--- config.mk ---
export PLATFORM = sky130hd
export DESIGN_NAME = egf_framer
export DESIGN_NICKNAME = d
export VERILOG_FILES = /design/src/egf_pkg.sv /design/src/egf_tick.sv /design/src/egf_buf2.sv /design/src/egf_framer.sv
export SDC_FILE = /design/constraint.sdc
export NUM_CORES = 2
export LEC_CHECK = 0
export ABC_CLOCK_PERIOD_IN_PS = 9030
export BUFFER_PORTS_ARGS = -buffer_cell sky130_fd_sc_hd__buf_4
export CAP_MARGIN = 20
export CORE_ASPECT_RATIO = 0.5
export CORE_MARGIN = 10
export CORE_UTILIZATION = 35
export DETAILED_ROUTE_END_ITERATION = 8
export PLACE_DENSITY_LB_ADDON = 0.05
export SLEW_MARGIN = 20
export SYNTH_ARGS = -nofsm -noshare
export SYNTH_HDL_FRONTEND = slang
export SYNTH_SLANG_ARGS = --single-unit
--- constraint.sdc ---
create_clock -name i_clk -period 9.03 [get_ports i_clk]
set_input_delay 1.806 -clock i_clk [delete_from_list [all_inputs] [get_ports i_clk]]
set_output_delay 1.806 -clock i_clk [all_outputs]
set_load 0.02 [all_outputs]
--- src/egf_pkg.sv ---
// Constants, field layout and helper functions of the GST sentence framer
//
// What this block does
// - A set command names port A or B and turns periodic output on or off.
// - A period argument gives one sentence per that many seconds.
// - Without a period argument the default output period register applies.
// - A query sends one sentence to the named port, else the arrival port.
// - $GPGST header, eight comma fields, asterisk, two checksum chars.
// - Field f1 carries UTC time hhmmss.ss of the associated fix.
// - Field f2 carries the RMS range deviation, 0000.00 to 1048.58.
// - Fields f3 and f4 are the error ellipse axis deviations in meters.
// - Field f5 is the ellipse orientation in degrees from true north.
// - Fields f6, f7, f8 carry latitude, longitude and altitude deviations.
// - Checksum is XOR of bytes between dollar and asterisk, as two hex chars.
// - UTC, RMS, latitude, longitude and altitude fields are always filled.
// - Ellipse fields f3, f4, f5 are sent empty, commas kept.
// - Deviation fields print exactly two decimals, one centimeter steps.
// - A deviation below five millimeters prints as 0000.00.
// - Range errors are taken as unbiased, so RMS equals standard deviation.
package egf_pkg;
    // Timing
    localparam int CLK_NS = 100;
    localparam int SEC_NS = 1_000_000_000;
    localparam int SEC_CYCLES = SEC_NS / CLK_NS;

    // APB register byte addresses
    localparam logic [7:0] ADDR_SET = 8'h00;
    localparam logic [7:0] ADDR_QUERY = 8'h04;
    localparam logic [7:0] ADDR_DEFPER = 8'h08;
    localparam logic [7:0] ADDR_SENT = 8'h0C;

    // Field positions inside the command words
    localparam int SET_PORT_BIT = 0;
    localparam int SET_ON_BIT = 1;
    localparam int SET_HASPER_BIT = 2;
    localparam int SET_PER_LSB = 8;
    localparam int QRY_NAMED_BIT = 0;
    localparam int QRY_PORT_BIT = 1;
    localparam int QRY_ARRIVE_BIT = 2;
    localparam logic [7:0] DEFPER_RST = 8'h01;

    // Byte positions inside the sentence
    localparam logic [5:0] IDX_F1 = 6'd7;
    localparam logic [5:0] IDX_F2 = 6'd17;
    localparam logic [5:0] IDX_F6 = 6'd28;
    localparam logic [5:0] IDX_F7 = 6'd36;
    localparam logic [5:0] IDX_F8 = 6'd44;
    localparam logic [5:0] IDX_STAR = 6'd51;
    localparam logic [5:0] IDX_CS_HI = 6'd52;
    localparam logic [5:0] IDX_CS_LO = 6'd53;
    localparam logic [5:0] IDX_CR = 6'd54;
    localparam logic [5:0] IDX_LAST = 6'd55;
    localparam logic [5:0] SD_LEN = 6'd7;
    localparam logic [5:0] UTC_LEN = 6'd9;

    // Character codes
    localparam logic [7:0] CH_DOLLAR = 8'h24;
    localparam logic [7:0] CH_COMMA = 8'h2C;
    localparam logic [7:0] CH_DOT = 8'h2E;
    localparam logic [7:0] CH_STAR = 8'h2A;
    localparam logic [7:0] CH_CR = 8'h0D;
    localparam logic [7:0] CH_LF = 8'h0A;
    localparam logic [7:0] CH_ZERO = 8'h30;
    localparam logic [7:0] CH_HEXA = 8'h37;
    localparam logic [7:0] CH_G = 8'h47;
    localparam logic [7:0] CH_P = 8'h50;
    localparam logic [7:0] CH_S = 8'h53;
    localparam logic [7:0] CH_T = 8'h54;

    // Deviation scaling
    localparam logic [20:0] MM_ROUND = 21'h00_0005;
    localparam logic [20:0] MM_PER_CM = 21'h00_000A;
    localparam logic [20:0] CM_MAX = 21'h0F_423F;

    typedef enum logic [0:0] {EGF_IDLE, EGF_SEND} egf_state_t;

    // Millimeters to six BCD digits of centimeters, rounded and saturated
    function automatic logic [23:0] mm_to_bcd(input logic [19:0] mm);
        logic [20:0] cm;
        logic [23:0] r;
        r = '0;
        cm = ({1'b0, mm} + MM_ROUND) / MM_PER_CM;
        if (cm > CM_MAX) begin
            cm = CM_MAX;
        end
        for (int i = 0; i < 6; i++) begin
            r[i*4 +: 4] = 4'(cm % MM_PER_CM);
            cm = cm / MM_PER_CM;
        end
        return r;
    endfunction

    function automatic logic [7:0] hex_char(input logic [3:0] n);
        return (n < 4'hA) ? (CH_ZERO + {4'h0, n}) : (CH_HEXA + {4'h0, n});
    endfunction
endpackage

--- src/egf_tick.sv ---
// One-second tick generator for the periodic sentence timers
`timescale 1ns/1ps
module egf_tick #(
    parameter int CYC = egf_pkg::SEC_CYCLES
) (
    // Clock and reset
    input wire logic i_clk,
    input wire logic i_nrst,
    // Tick
    output logic o_tick
);
    import egf_pkg::*;

    logic [23:0] cnt_q;

    always_ff @(posedge i_clk or negedge i_nrst) begin
        if (!i_nrst) begin
            cnt_q <= 24'h00_0000;
            o_tick <= 1'b0;
        end else if (cnt_q == 24'(CYC - 1)) begin
            cnt_q <= 24'h00_0000;
            o_tick <= 1'b1;
        end else begin
            cnt_q <= cnt_q + 24'h00_0001;
            o_tick <= 1'b0;
        end
    end
endmodule

--- src/egf_buf2.sv ---
// Two-entry skid buffer between the sentence builder and the serial ports
`timescale 1ns/1ps
module egf_buf2 #(
    parameter int W = 9
) (
    // Clock and reset
    input wire logic i_clk,
    input wire logic i_nrst,
    // Filling side
    input wire logic i_valid,
    input wire logic [W-1:0] i_data,
    output logic o_ready,
    // Draining side
    output logic o_valid,
    output logic [W-1:0] o_data,
    input wire logic i_ready
);
    logic [W-1:0] spare_q;
    logic spare_v_q;
    logic push;
    logic pop;

    // Ready is a flop: the spare slot catches the word in flight on a stall
    assign o_ready = !spare_v_q;
    assign push = i_valid && !spare_v_q;
    assign pop = o_valid && i_ready;

    always_ff @(posedge i_clk or negedge i_nrst) begin
        if (!i_nrst) begin
            o_valid <= 1'b0;
            o_data <= '0;
            spare_q <= '0;
            spare_v_q <= 1'b0;
        end else if (!o_valid || pop) begin
            if (spare_v_q) begin
                o_data <= spare_q;
                o_valid <= 1'b1;
                spare_v_q <= 1'b0;
            end else begin
                o_data <= i_data;
                o_valid <= push;
            end
        end else if (push) begin
            spare_q <= i_data;
            spare_v_q <= 1'b1;
        end
    end
endmodule

--- src/egf_framer.sv ---
// GST error statistics sentence framer with APB control registers
//
// The APB register port and the address map are this design's own decisions.
`timescale 1ns/1ps
module egf_framer #(
    parameter int TICK_CYCLES = egf_pkg::SEC_CYCLES
) (
    // Clock and reset
    input wire logic i_clk,
    input wire logic i_nrst,
    // APB slave
    input wire logic i_psel,
    input wire logic i_penable,
    input wire logic i_pwrite,
    input wire logic [7:0] i_paddr,
    input wire logic [31:0] i_pwdata,
    output logic [31:0] o_prdata,
    output logic o_pready,
    output logic o_pslverr,
    // Navigation solution
    input wire logic [31:0] i_utc_bcd,
    input wire logic [19:0] i_rms_mm,
    input wire logic [19:0] i_lat_mm,
    input wire logic [19:0] i_lon_mm,
    input wire logic [19:0] i_alt_mm,
    // Sentence byte stream
    output logic o_tx_valid,
    output logic [7:0] o_tx_data,
    output logic o_tx_port,
    input wire logic i_tx_ready
);
    import egf_pkg::*;

    egf_state_t state_q;
    logic pready_q;
    logic pslverr_q;
    logic [31:0] prdata_q;
    logic [31:0] rd_d;
    logic hit;
    logic wr_en;
    logic set_wr;
    logic qry_wr;
    logic set_port;
    logic qry_port;
    logic [1:0] en_q;
    logic [7:0] per_q [2];
    logic [7:0] cnt_q [2];
    logic [7:0] defper_q;
    logic [1:0] per_hit;
    logic [1:0] per_pend_q;
    logic [1:0] qry_pend_q;
    logic [1:0] any_pend;
    logic [15:0] sent_q;
    logic tick;
    logic start;
    logic port_sel;
    logic port_q;
    logic push;
    logic buf_ready;
    logic [5:0] idx_q;
    logic [7:0] csum_q;
    logic [7:0] byte_d;
    logic [31:0] utc_q;
    logic [23:0] sd_q [4];

    ////////////////////////////////////////////////////////////////////////
    // APB slave: one wait state so that every answer comes from a flop

    assign o_prdata = prdata_q;
    assign o_pready = pready_q;
    assign o_pslverr = pslverr_q;
    assign hit = (i_paddr == ADDR_SET) || (i_paddr == ADDR_QUERY) ||
                 (i_paddr == ADDR_DEFPER) || (i_paddr == ADDR_SENT);
    assign wr_en = i_psel && i_penable && pready_q && i_pwrite && !pslverr_q;
    assign set_wr = wr_en && (i_paddr == ADDR_SET);
    assign qry_wr = wr_en && (i_paddr == ADDR_QUERY);
    assign set_port = i_pwdata[SET_PORT_BIT];
    assign qry_port = i_pwdata[QRY_NAMED_BIT] ? i_pwdata[QRY_PORT_BIT] :
                      i_pwdata[QRY_ARRIVE_BIT];

    always_comb begin
        rd_d = 32'h0000_0000;
        case (i_paddr)
            ADDR_SET: rd_d = {per_q[1], per_q[0], 14'h0000, en_q};
            ADDR_QUERY: rd_d = {26'h000_0000, qry_pend_q, per_pend_q,
                                port_q, state_q == EGF_SEND};
            ADDR_DEFPER: rd_d = {24'h00_0000, defper_q};
            ADDR_SENT: rd_d = {16'h0000, sent_q};
            default: rd_d = 32'h0000_0000;
        endcase
    end

    always_ff @(posedge i_clk or negedge i_nrst) begin
        if (!i_nrst) begin
            pready_q <= 1'b0;
            pslverr_q <= 1'b0;
            prdata_q <= 32'h0000_0000;
        end else begin
            pready_q <= i_psel && i_penable && !pready_q;
            if (i_psel && i_penable && !pready_q) begin
                pslverr_q <= !hit;
                prdata_q <= (!i_pwrite && hit) ? rd_d : 32'h0000_0000;
            end else begin
                pslverr_q <= 1'b0;
                prdata_q <= 32'h0000_0000;
            end
        end
    end

    always_ff @(posedge i_clk or negedge i_nrst) begin
        if (!i_nrst) begin
            defper_q <= DEFPER_RST;
        end else if (wr_en && (i_paddr == ADDR_DEFPER)) begin
            defper_q <= i_pwdata[7:0];
        end
    end

    ////////////////////////////////////////////////////////////////////////
    // Per-port enable and period timers

    egf_tick #(.CYC(TICK_CYCLES)) u_tick (
        .i_clk(i_clk),
        .i_nrst(i_nrst),
        .o_tick(tick)
    );

    always_ff @(posedge i_clk or negedge i_nrst) begin
        if (!i_nrst) begin
            en_q <= 2'b00;
            per_q[0] <= 8'h00;
            per_q[1] <= 8'h00;
        end else if (set_wr) begin
            en_q[set_port] <= i_pwdata[SET_ON_BIT];
            if (i_pwdata[SET_ON_BIT]) begin
                // Zero period stands for the default register
                per_q[set_port] <= i_pwdata[SET_HASPER_BIT] ?
                    i_pwdata[SET_PER_LSB +: 8] : 8'h00;
            end
        end
    end

    for (genvar p = 0; p < 2; p++) begin : g_port
        logic [7:0] eff;
        assign eff = (per_q[p] == 8'h00) ? defper_q : per_q[p];
        assign per_hit[p] = tick && en_q[p] &&
                            ({1'b0, cnt_q[p]} + 9'h001 >= {1'b0, eff});

        always_ff @(posedge i_clk or negedge i_nrst) begin
            if (!i_nrst) begin
                cnt_q[p] <= 8'h00;
            end else if (set_wr && (set_port == p)) begin
                cnt_q[p] <= 8'h00;
            end else if (per_hit[p]) begin
                cnt_q[p] <= 8'h00;
            end else if (tick && en_q[p]) begin
                cnt_q[p] <= cnt_q[p] + 8'h01;
            end
        end

        // A new request in the cycle a sentence starts is kept
        always_ff @(posedge i_clk or negedge i_nrst) begin
            if (!i_nrst) begin
                per_pend_q[p] <= 1'b0;
                qry_pend_q[p] <= 1'b0;
            end else begin
                per_pend_q[p] <= per_hit[p] ||
                    (per_pend_q[p] && !(start && port_sel == p));
                qry_pend_q[p] <= (qry_wr && qry_port == p) ||
                    (qry_pend_q[p] && !(start && port_sel == p));
            end
        end
    end

    ////////////////////////////////////////////////////////////////////////
    // Sentence sequencer; port A is served first when both wait

    assign any_pend = per_pend_q | qry_pend_q;
    assign start = (state_q == EGF_IDLE) && (any_pend != 2'b00);
    assign port_sel = !any_pend[0];
    assign push = (state_q == EGF_SEND) && buf_ready;

    always_ff @(posedge i_clk or negedge i_nrst) begin
        if (!i_nrst) begin
            state_q <= EGF_IDLE;
            idx_q <= 6'd0;
            port_q <= 1'b0;
            sent_q <= 16'h0000;
        end else begin
            case (state_q)
                EGF_IDLE: begin
                    if (start) begin
                        state_q <= EGF_SEND;
                        idx_q <= 6'd0;
                        port_q <= port_sel;
                    end
                end
                EGF_SEND: begin
                    if (push) begin
                        idx_q <= idx_q + 6'd1;
                        if (idx_q == IDX_LAST) begin
                            state_q <= EGF_IDLE;
                            sent_q <= sent_q + 16'h0001;
                        end
                    end
                end
                default: state_q <= EGF_IDLE;
            endcase
        end
    end

    // Statistics are frozen at the start so a sentence is self-consistent
    always_ff @(posedge i_clk or negedge i_nrst) begin
        if (!i_nrst) begin
            utc_q <= 32'h0000_0000;
            for (int i = 0; i < 4; i++) begin
                sd_q[i] <= 24'h00_0000;
            end
        end else if (start) begin
            utc_q <= i_utc_bcd;
            sd_q[0] <= mm_to_bcd(i_rms_mm);
            sd_q[1] <= mm_to_bcd(i_lat_mm);
            sd_q[2] <= mm_to_bcd(i_lon_mm);
            sd_q[3] <= mm_to_bcd(i_alt_mm);
        end
    end

    always_ff @(posedge i_clk or negedge i_nrst) begin
        if (!i_nrst) begin
            csum_q <= 8'h00;
        end else if (start) begin
            csum_q <= 8'h00;
        end else if (push && idx_q != 6'd0 && idx_q < IDX_STAR) begin
            csum_q <= csum_q ^ byte_d;
        end
    end

    ////////////////////////////////////////////////////////////////////////
    // Character at the current position

    function automatic logic [7:0] sd_char(input logic [23:0] v,
                                           input logic [5:0] o);
        int k;
        k = (o < 6'd4) ? int'(o) : int'(o) - 1;
        if (o == 6'd4) begin
            return CH_DOT;
        end
        return CH_ZERO | {4'h0, 4'(v >> (20 - 4 * k))};
    endfunction

    always_comb begin
        int k;
        logic [5:0] o;
        k = 0;
        o = idx_q - IDX_F1;
        byte_d = CH_COMMA;
        if (idx_q == 6'd0) begin
            byte_d = CH_DOLLAR;
        end else if (idx_q < 6'd6) begin
            case (idx_q)
                6'd1: byte_d = CH_G;
                6'd2: byte_d = CH_P;
                6'd3: byte_d = CH_G;
                6'd4: byte_d = CH_S;
                default: byte_d = CH_T;
            endcase
        end else if (idx_q >= IDX_F1 && idx_q < IDX_F1 + UTC_LEN) begin
            k = (o < 6'd6) ? int'(o) : int'(o) - 1;
            byte_d = (o == 6'd6) ? CH_DOT :
                CH_ZERO | {4'h0, 4'(utc_q >> (28 - 4 * k))};
        end else if (idx_q >= IDX_F2 && idx_q < IDX_F2 + SD_LEN) begin
            byte_d = sd_char(sd_q[0], idx_q - IDX_F2);
        end else if (idx_q >= IDX_F6 && idx_q < IDX_F6 + SD_LEN) begin
            byte_d = sd_char(sd_q[1], idx_q - IDX_F6);
        end else if (idx_q >= IDX_F7 && idx_q < IDX_F7 + SD_LEN) begin
            byte_d = sd_char(sd_q[2], idx_q - IDX_F7);
        end else if (idx_q >= IDX_F8 && idx_q < IDX_F8 + SD_LEN) begin
            byte_d = sd_char(sd_q[3], idx_q - IDX_F8);
        end else if (idx_q == IDX_STAR) begin
            byte_d = CH_STAR;
        end else if (idx_q == IDX_CS_HI) begin
            byte_d = hex_char(csum_q[7:4]);
        end else if (idx_q == IDX_CS_LO) begin
            byte_d = hex_char(csum_q[3:0]);
        end else if (idx_q == IDX_CR) begin
            byte_d = CH_CR;
        end else if (idx_q == IDX_LAST) begin
            byte_d = CH_LF;
        end
        // Remaining positions are separators; f3 to f5 stay empty
    end

    egf_buf2 #(.W(9)) u_buf (
        .i_clk(i_clk),
        .i_nrst(i_nrst),
        .i_valid(state_q == EGF_SEND),
        .i_data({port_q, byte_d}),
        .o_ready(buf_ready),
        .o_valid(o_tx_valid),
        .o_data({o_tx_port, o_tx_data}),
        .i_ready(i_tx_ready)
    );
endmodule

==> flow_summary_export.csv <==
group,metric,value,unit
status,status,"complete, but fails checks",
status,violations,"setup timing",
synthesis,synth-edff-count,0,
synthesis,synth_most_common_cell,"nand2_1",
floorplanning,die_width,532,um
placed_design,pre_cts_slack,-2.31,ns
routing,route.detailed.drc,0,
floorplanning,row_count,93,
grt,grt_start_max_net_pins,93,
placed_design,io_buffers,184,
routing,via_per_inst,5.64,
layout,multiInputGateArea,44300,um^2
routing,ant_nets,0,
timing,hold_viol,0,
clock_tree,clockBufferDepth,3,
critical_path,start_kind,"input port",
critical_path,path_delay_family,"compound AO/OA/AOI/OAI gates",
synthesis,ys_ff_latch,278,
synthesis,synth_warnings,0,
layout,drive_gt1_share,47.4,%
grt,grtUsageTotal,22.5,%
synthesis,synth_fa_ha_area_share,3.91,%
clock_tree,clock_latency,0.60,ns
clock_tree,cts_tree,"done",
timing,slew_headroom,27.7,%
clock_tree,clkSinkCount,278,
placed_design,dpl.hpwl,138000,um
critical_path,slowest_stage,"a2111o_1",
critical_path,crit_fanout,7,
timing,setup_viol_count_final,82,
synthesis,yosysSeqAreaShare,15.2,%
clock_tree,cts_inserted_buffers,27,
critical_path,critPathKind,"input port to flop",
critical_path,cp.required,9.48,ns
synthesis,synth_cell_types,178,
timing,layout_min_cycle_time,10.42,ns
routing,wl_per_cell,17.3,um
timing,drv_slew,0,
timing,fin_crit_sh,115,%
routing,drt_iter0_drc,3710,
routing,wl,180000,um
routing,vias,58700,
synthesis,syn_area_per_cell,7.29,um^2
layout,nets,8910,
clock_tree,root_buffer,"clkbuf_16",
timing,rsz0062_at_grt,"true",
floorplanning,boundaryPins,202,
run,drv_cap,0,
critical_path,crit_arrival,10.87,ns
floorplanning,die_h,276,um
placed_design,place_congestion,0.911,
layout,syn2layout_area_growth,65.1,%
timing,tightestPinTransition,1.08,ns
synthesis,yosys-top-cells-area,"dfrtp_1 15%, nand2_1 6.9%, xnor2_1 4.8%, nor2_1 4.7%, a21oi_1 4.4%",
synthesis,yosysTopAreaCellShare,15.1,%
grt,antenna_found_initial,0,
synthesis,synth_simple_gate_area_share,28.7,%
clock_tree,clk_pin_slew,0.07,ns
synthesis,synthFlopType,"dfrtp_1",
grt,grt_pass1_wl,291000,um
synthesis,synth_top_family_by_area,"compound AO/OA/AOI/OAI gates",
synthesis,synthXorXnorAreaFrac,6.76,%
synthesis,yosysTopAreaCell,"dfrtp_1",
layout,ff_latch_area,6960,um^2
grt,gr-total-overflow,0,
layout,nFillCells,11900,
critical_path,worst_path_largest_cell_delay,0.51,ns
synthesis,syn_inst,6291,
timing,clock.fmax,0.0960,GHz
floorplanning,dieArea,147000,um^2
synthesis,synthMuxAreaShare,4.67,%
critical_path,endpoint_kind,"flop",
min_path,hold_path.class,"flop to flop",
synthesis,synth_compound_area_share,35.4,%
routing,drt_first_pass_iters,5,
critical_path,path_buf_inv,9,
clock_tree,cts_htree_levels,1,
floorplanning,fp.coreArea,129000,um^2
timing,finClkSkew,0.0357,ns
floorplanning,start_util,35.4,%
synthesis,syn_area,45900,um^2
timing,worst_slack,-1.39,ns
synthesis,synthArstFlopShare,100,%
layout,antenna-diode-count,0,
grt,grt_pass1_vias,57700,
critical_path,cpMostUsedCell,"buf_4",
synthesis,ys_top_cells_by_count,"845 x nand2_1, 578 x nor2_1, 400 x a21oi_1, 397 x o21ai_0, 277 x dfrtp_1",
## state kept, by name, summed over array words and instances (netlist names), 2 cells and up
| signal | cells |
|---|---|
| o_prdata | 32 |
| defper_q | 8 |
| sd_q | 92 |
| per_q | 16 |
| u_buf.o_data | 8 |
| u_tick.cnt_q | 24 |
| idx_q | 6 |
| csum_q | 7 |
| qry_pend_q | 2 |
| cnt_q | 16 |
| sent_q | 16 |
| per_pend_q | 2 |
| utc_q | 32 |
| u_buf.spare_q | 8 |
| en_q | 2 |
## worst reg2reg max path: stages (launching register included)
cell and delay, ns:
dfrtp_1 0.69, clkinv_1 0.54, ha_1 0.39, nand2_1 0.07, nand2_1 0.09, xor2_1 0.28, nor2_1 0.10, nand2_1 0.19
nor2_1 0.06, a21oi_1 0.73, ha_1 0.28, nor2b_1 0.09, ha_1 0.28, nor4b_1 0.31, nand4_1 0.14, or2_2 0.33
or3_1 0.32, a21oi_1 0.21, a21oi_1 0.11, or4_1 0.58, or3_1 0.34, a21oi_1 0.15
## kinds of logic (layout without fill, tap and decap cells)
kind of cell    count (synthesis)  in the layout
compound gates               2204           2205
xor+xnor                      348            348
fa+ha+maj                     147            147
buf+inv                       470           2795
flops                         278            278
mux                           173            173
other cells                     2             28
simple gates                 2669           2670
## cells in the final DEF (no fill, tap or decap), types with 42 or more instances in the layout
cell type,instances
o211ai_1,100
ha_1,104
nor3_2,63
o21ai_1,116
nand3_1,232
nor3_1,195
a21o_1,47
nor2_1,512
and3_1,72
mux2i_1,70
buf_6,194
a31oi_1,76
o21ai_0,290
and2_1,50
xnor2_1,206
a211oi_1,52
o21a_1,42
nand2_1,788
inv_1,88
buf_4,2413
nand4_1,84
nand2_2,46
nor4_1,44
nand2b_1,44
o31ai_1,48
xor2_1,84
o21ai_2,63
nor2_2,45
a21oi_2,71
a21oi_1,311
dfrtp_1,277
## per-stage QoR
step | util [%] | hold WS (ns) | instances | area, um^2 | setup TNS, ns
2_1_floorplan | - | 0.433 | 6317 | 47600 | -94.63
3_3_place_gp | 50.0 | 0.450 | 9965 | 64700 | -142.63
3_5_place_dp | 50.0 | 0.457 | 9965 | 64700 | -148.65
4_1_cts | 55.4 | 0.470 | 10300 | 71600 | -56.18
5_1_grt | 58.5 | 0.490 | 10400 | 75700 | -99.16
6_report | 58.5 | 0.466 | 10400 | 75700 | -69.61
## final cells by class
| type | count | area share (%) |
|---|---|---|
| inverter | 104 | 0.519 |
| multi-input combinational | 5571 | 58.5 |
| clock buffer | 33 | 0.935 |
| tap | 1757 | 2.90 |
| clock inverter | 15 | 0.243 |
| timing repair buffer | 2643 | 27.7 |
| sequential | 278 | 9.19 |
## per-layer routing
layer	vias to the layer above	wire length [um]	GRT usage (%)
li1	28800	-	-
met2	1188	87400	39.9
met3	241	5320	1.40
met4	0	2870	3.81
met1	28500	84500	30.6
met5	-	0	0
## final timing paths
kind | from | cells after the start | to | slack (ns)
min in group asynchronous | i_nrst | 1 | o_prdata[21] | 1.22
max in group asynchronous | i_nrst | 2 | sd_q[60] | 6.47
setup / recovery | i_lon_mm[12] | 43 | sd_q[37] | -1.39
setup reg to reg | idx_q[3] | 21 | csum_q[3] | 2.70
hold / removal | u_tick.cnt_q[0] | 1 | u_tick.cnt_q[0] | 0.47
hold reg to reg | u_tick.cnt_q[0] | 1 | u_tick.cnt_q[0] | 0.47
## repair_timing
item,4_1_cts,5_1_grt
resized for setup,863,582
hold buffers,0,0
setup buffers,277,160
cloned,2,1
pin swaps,420,354
setup endpoints to repair,83,83
Power is left out: the tool's default activity adds up to more than one toggle a clock period on the data nets, which glitch-free logic cannot reach.
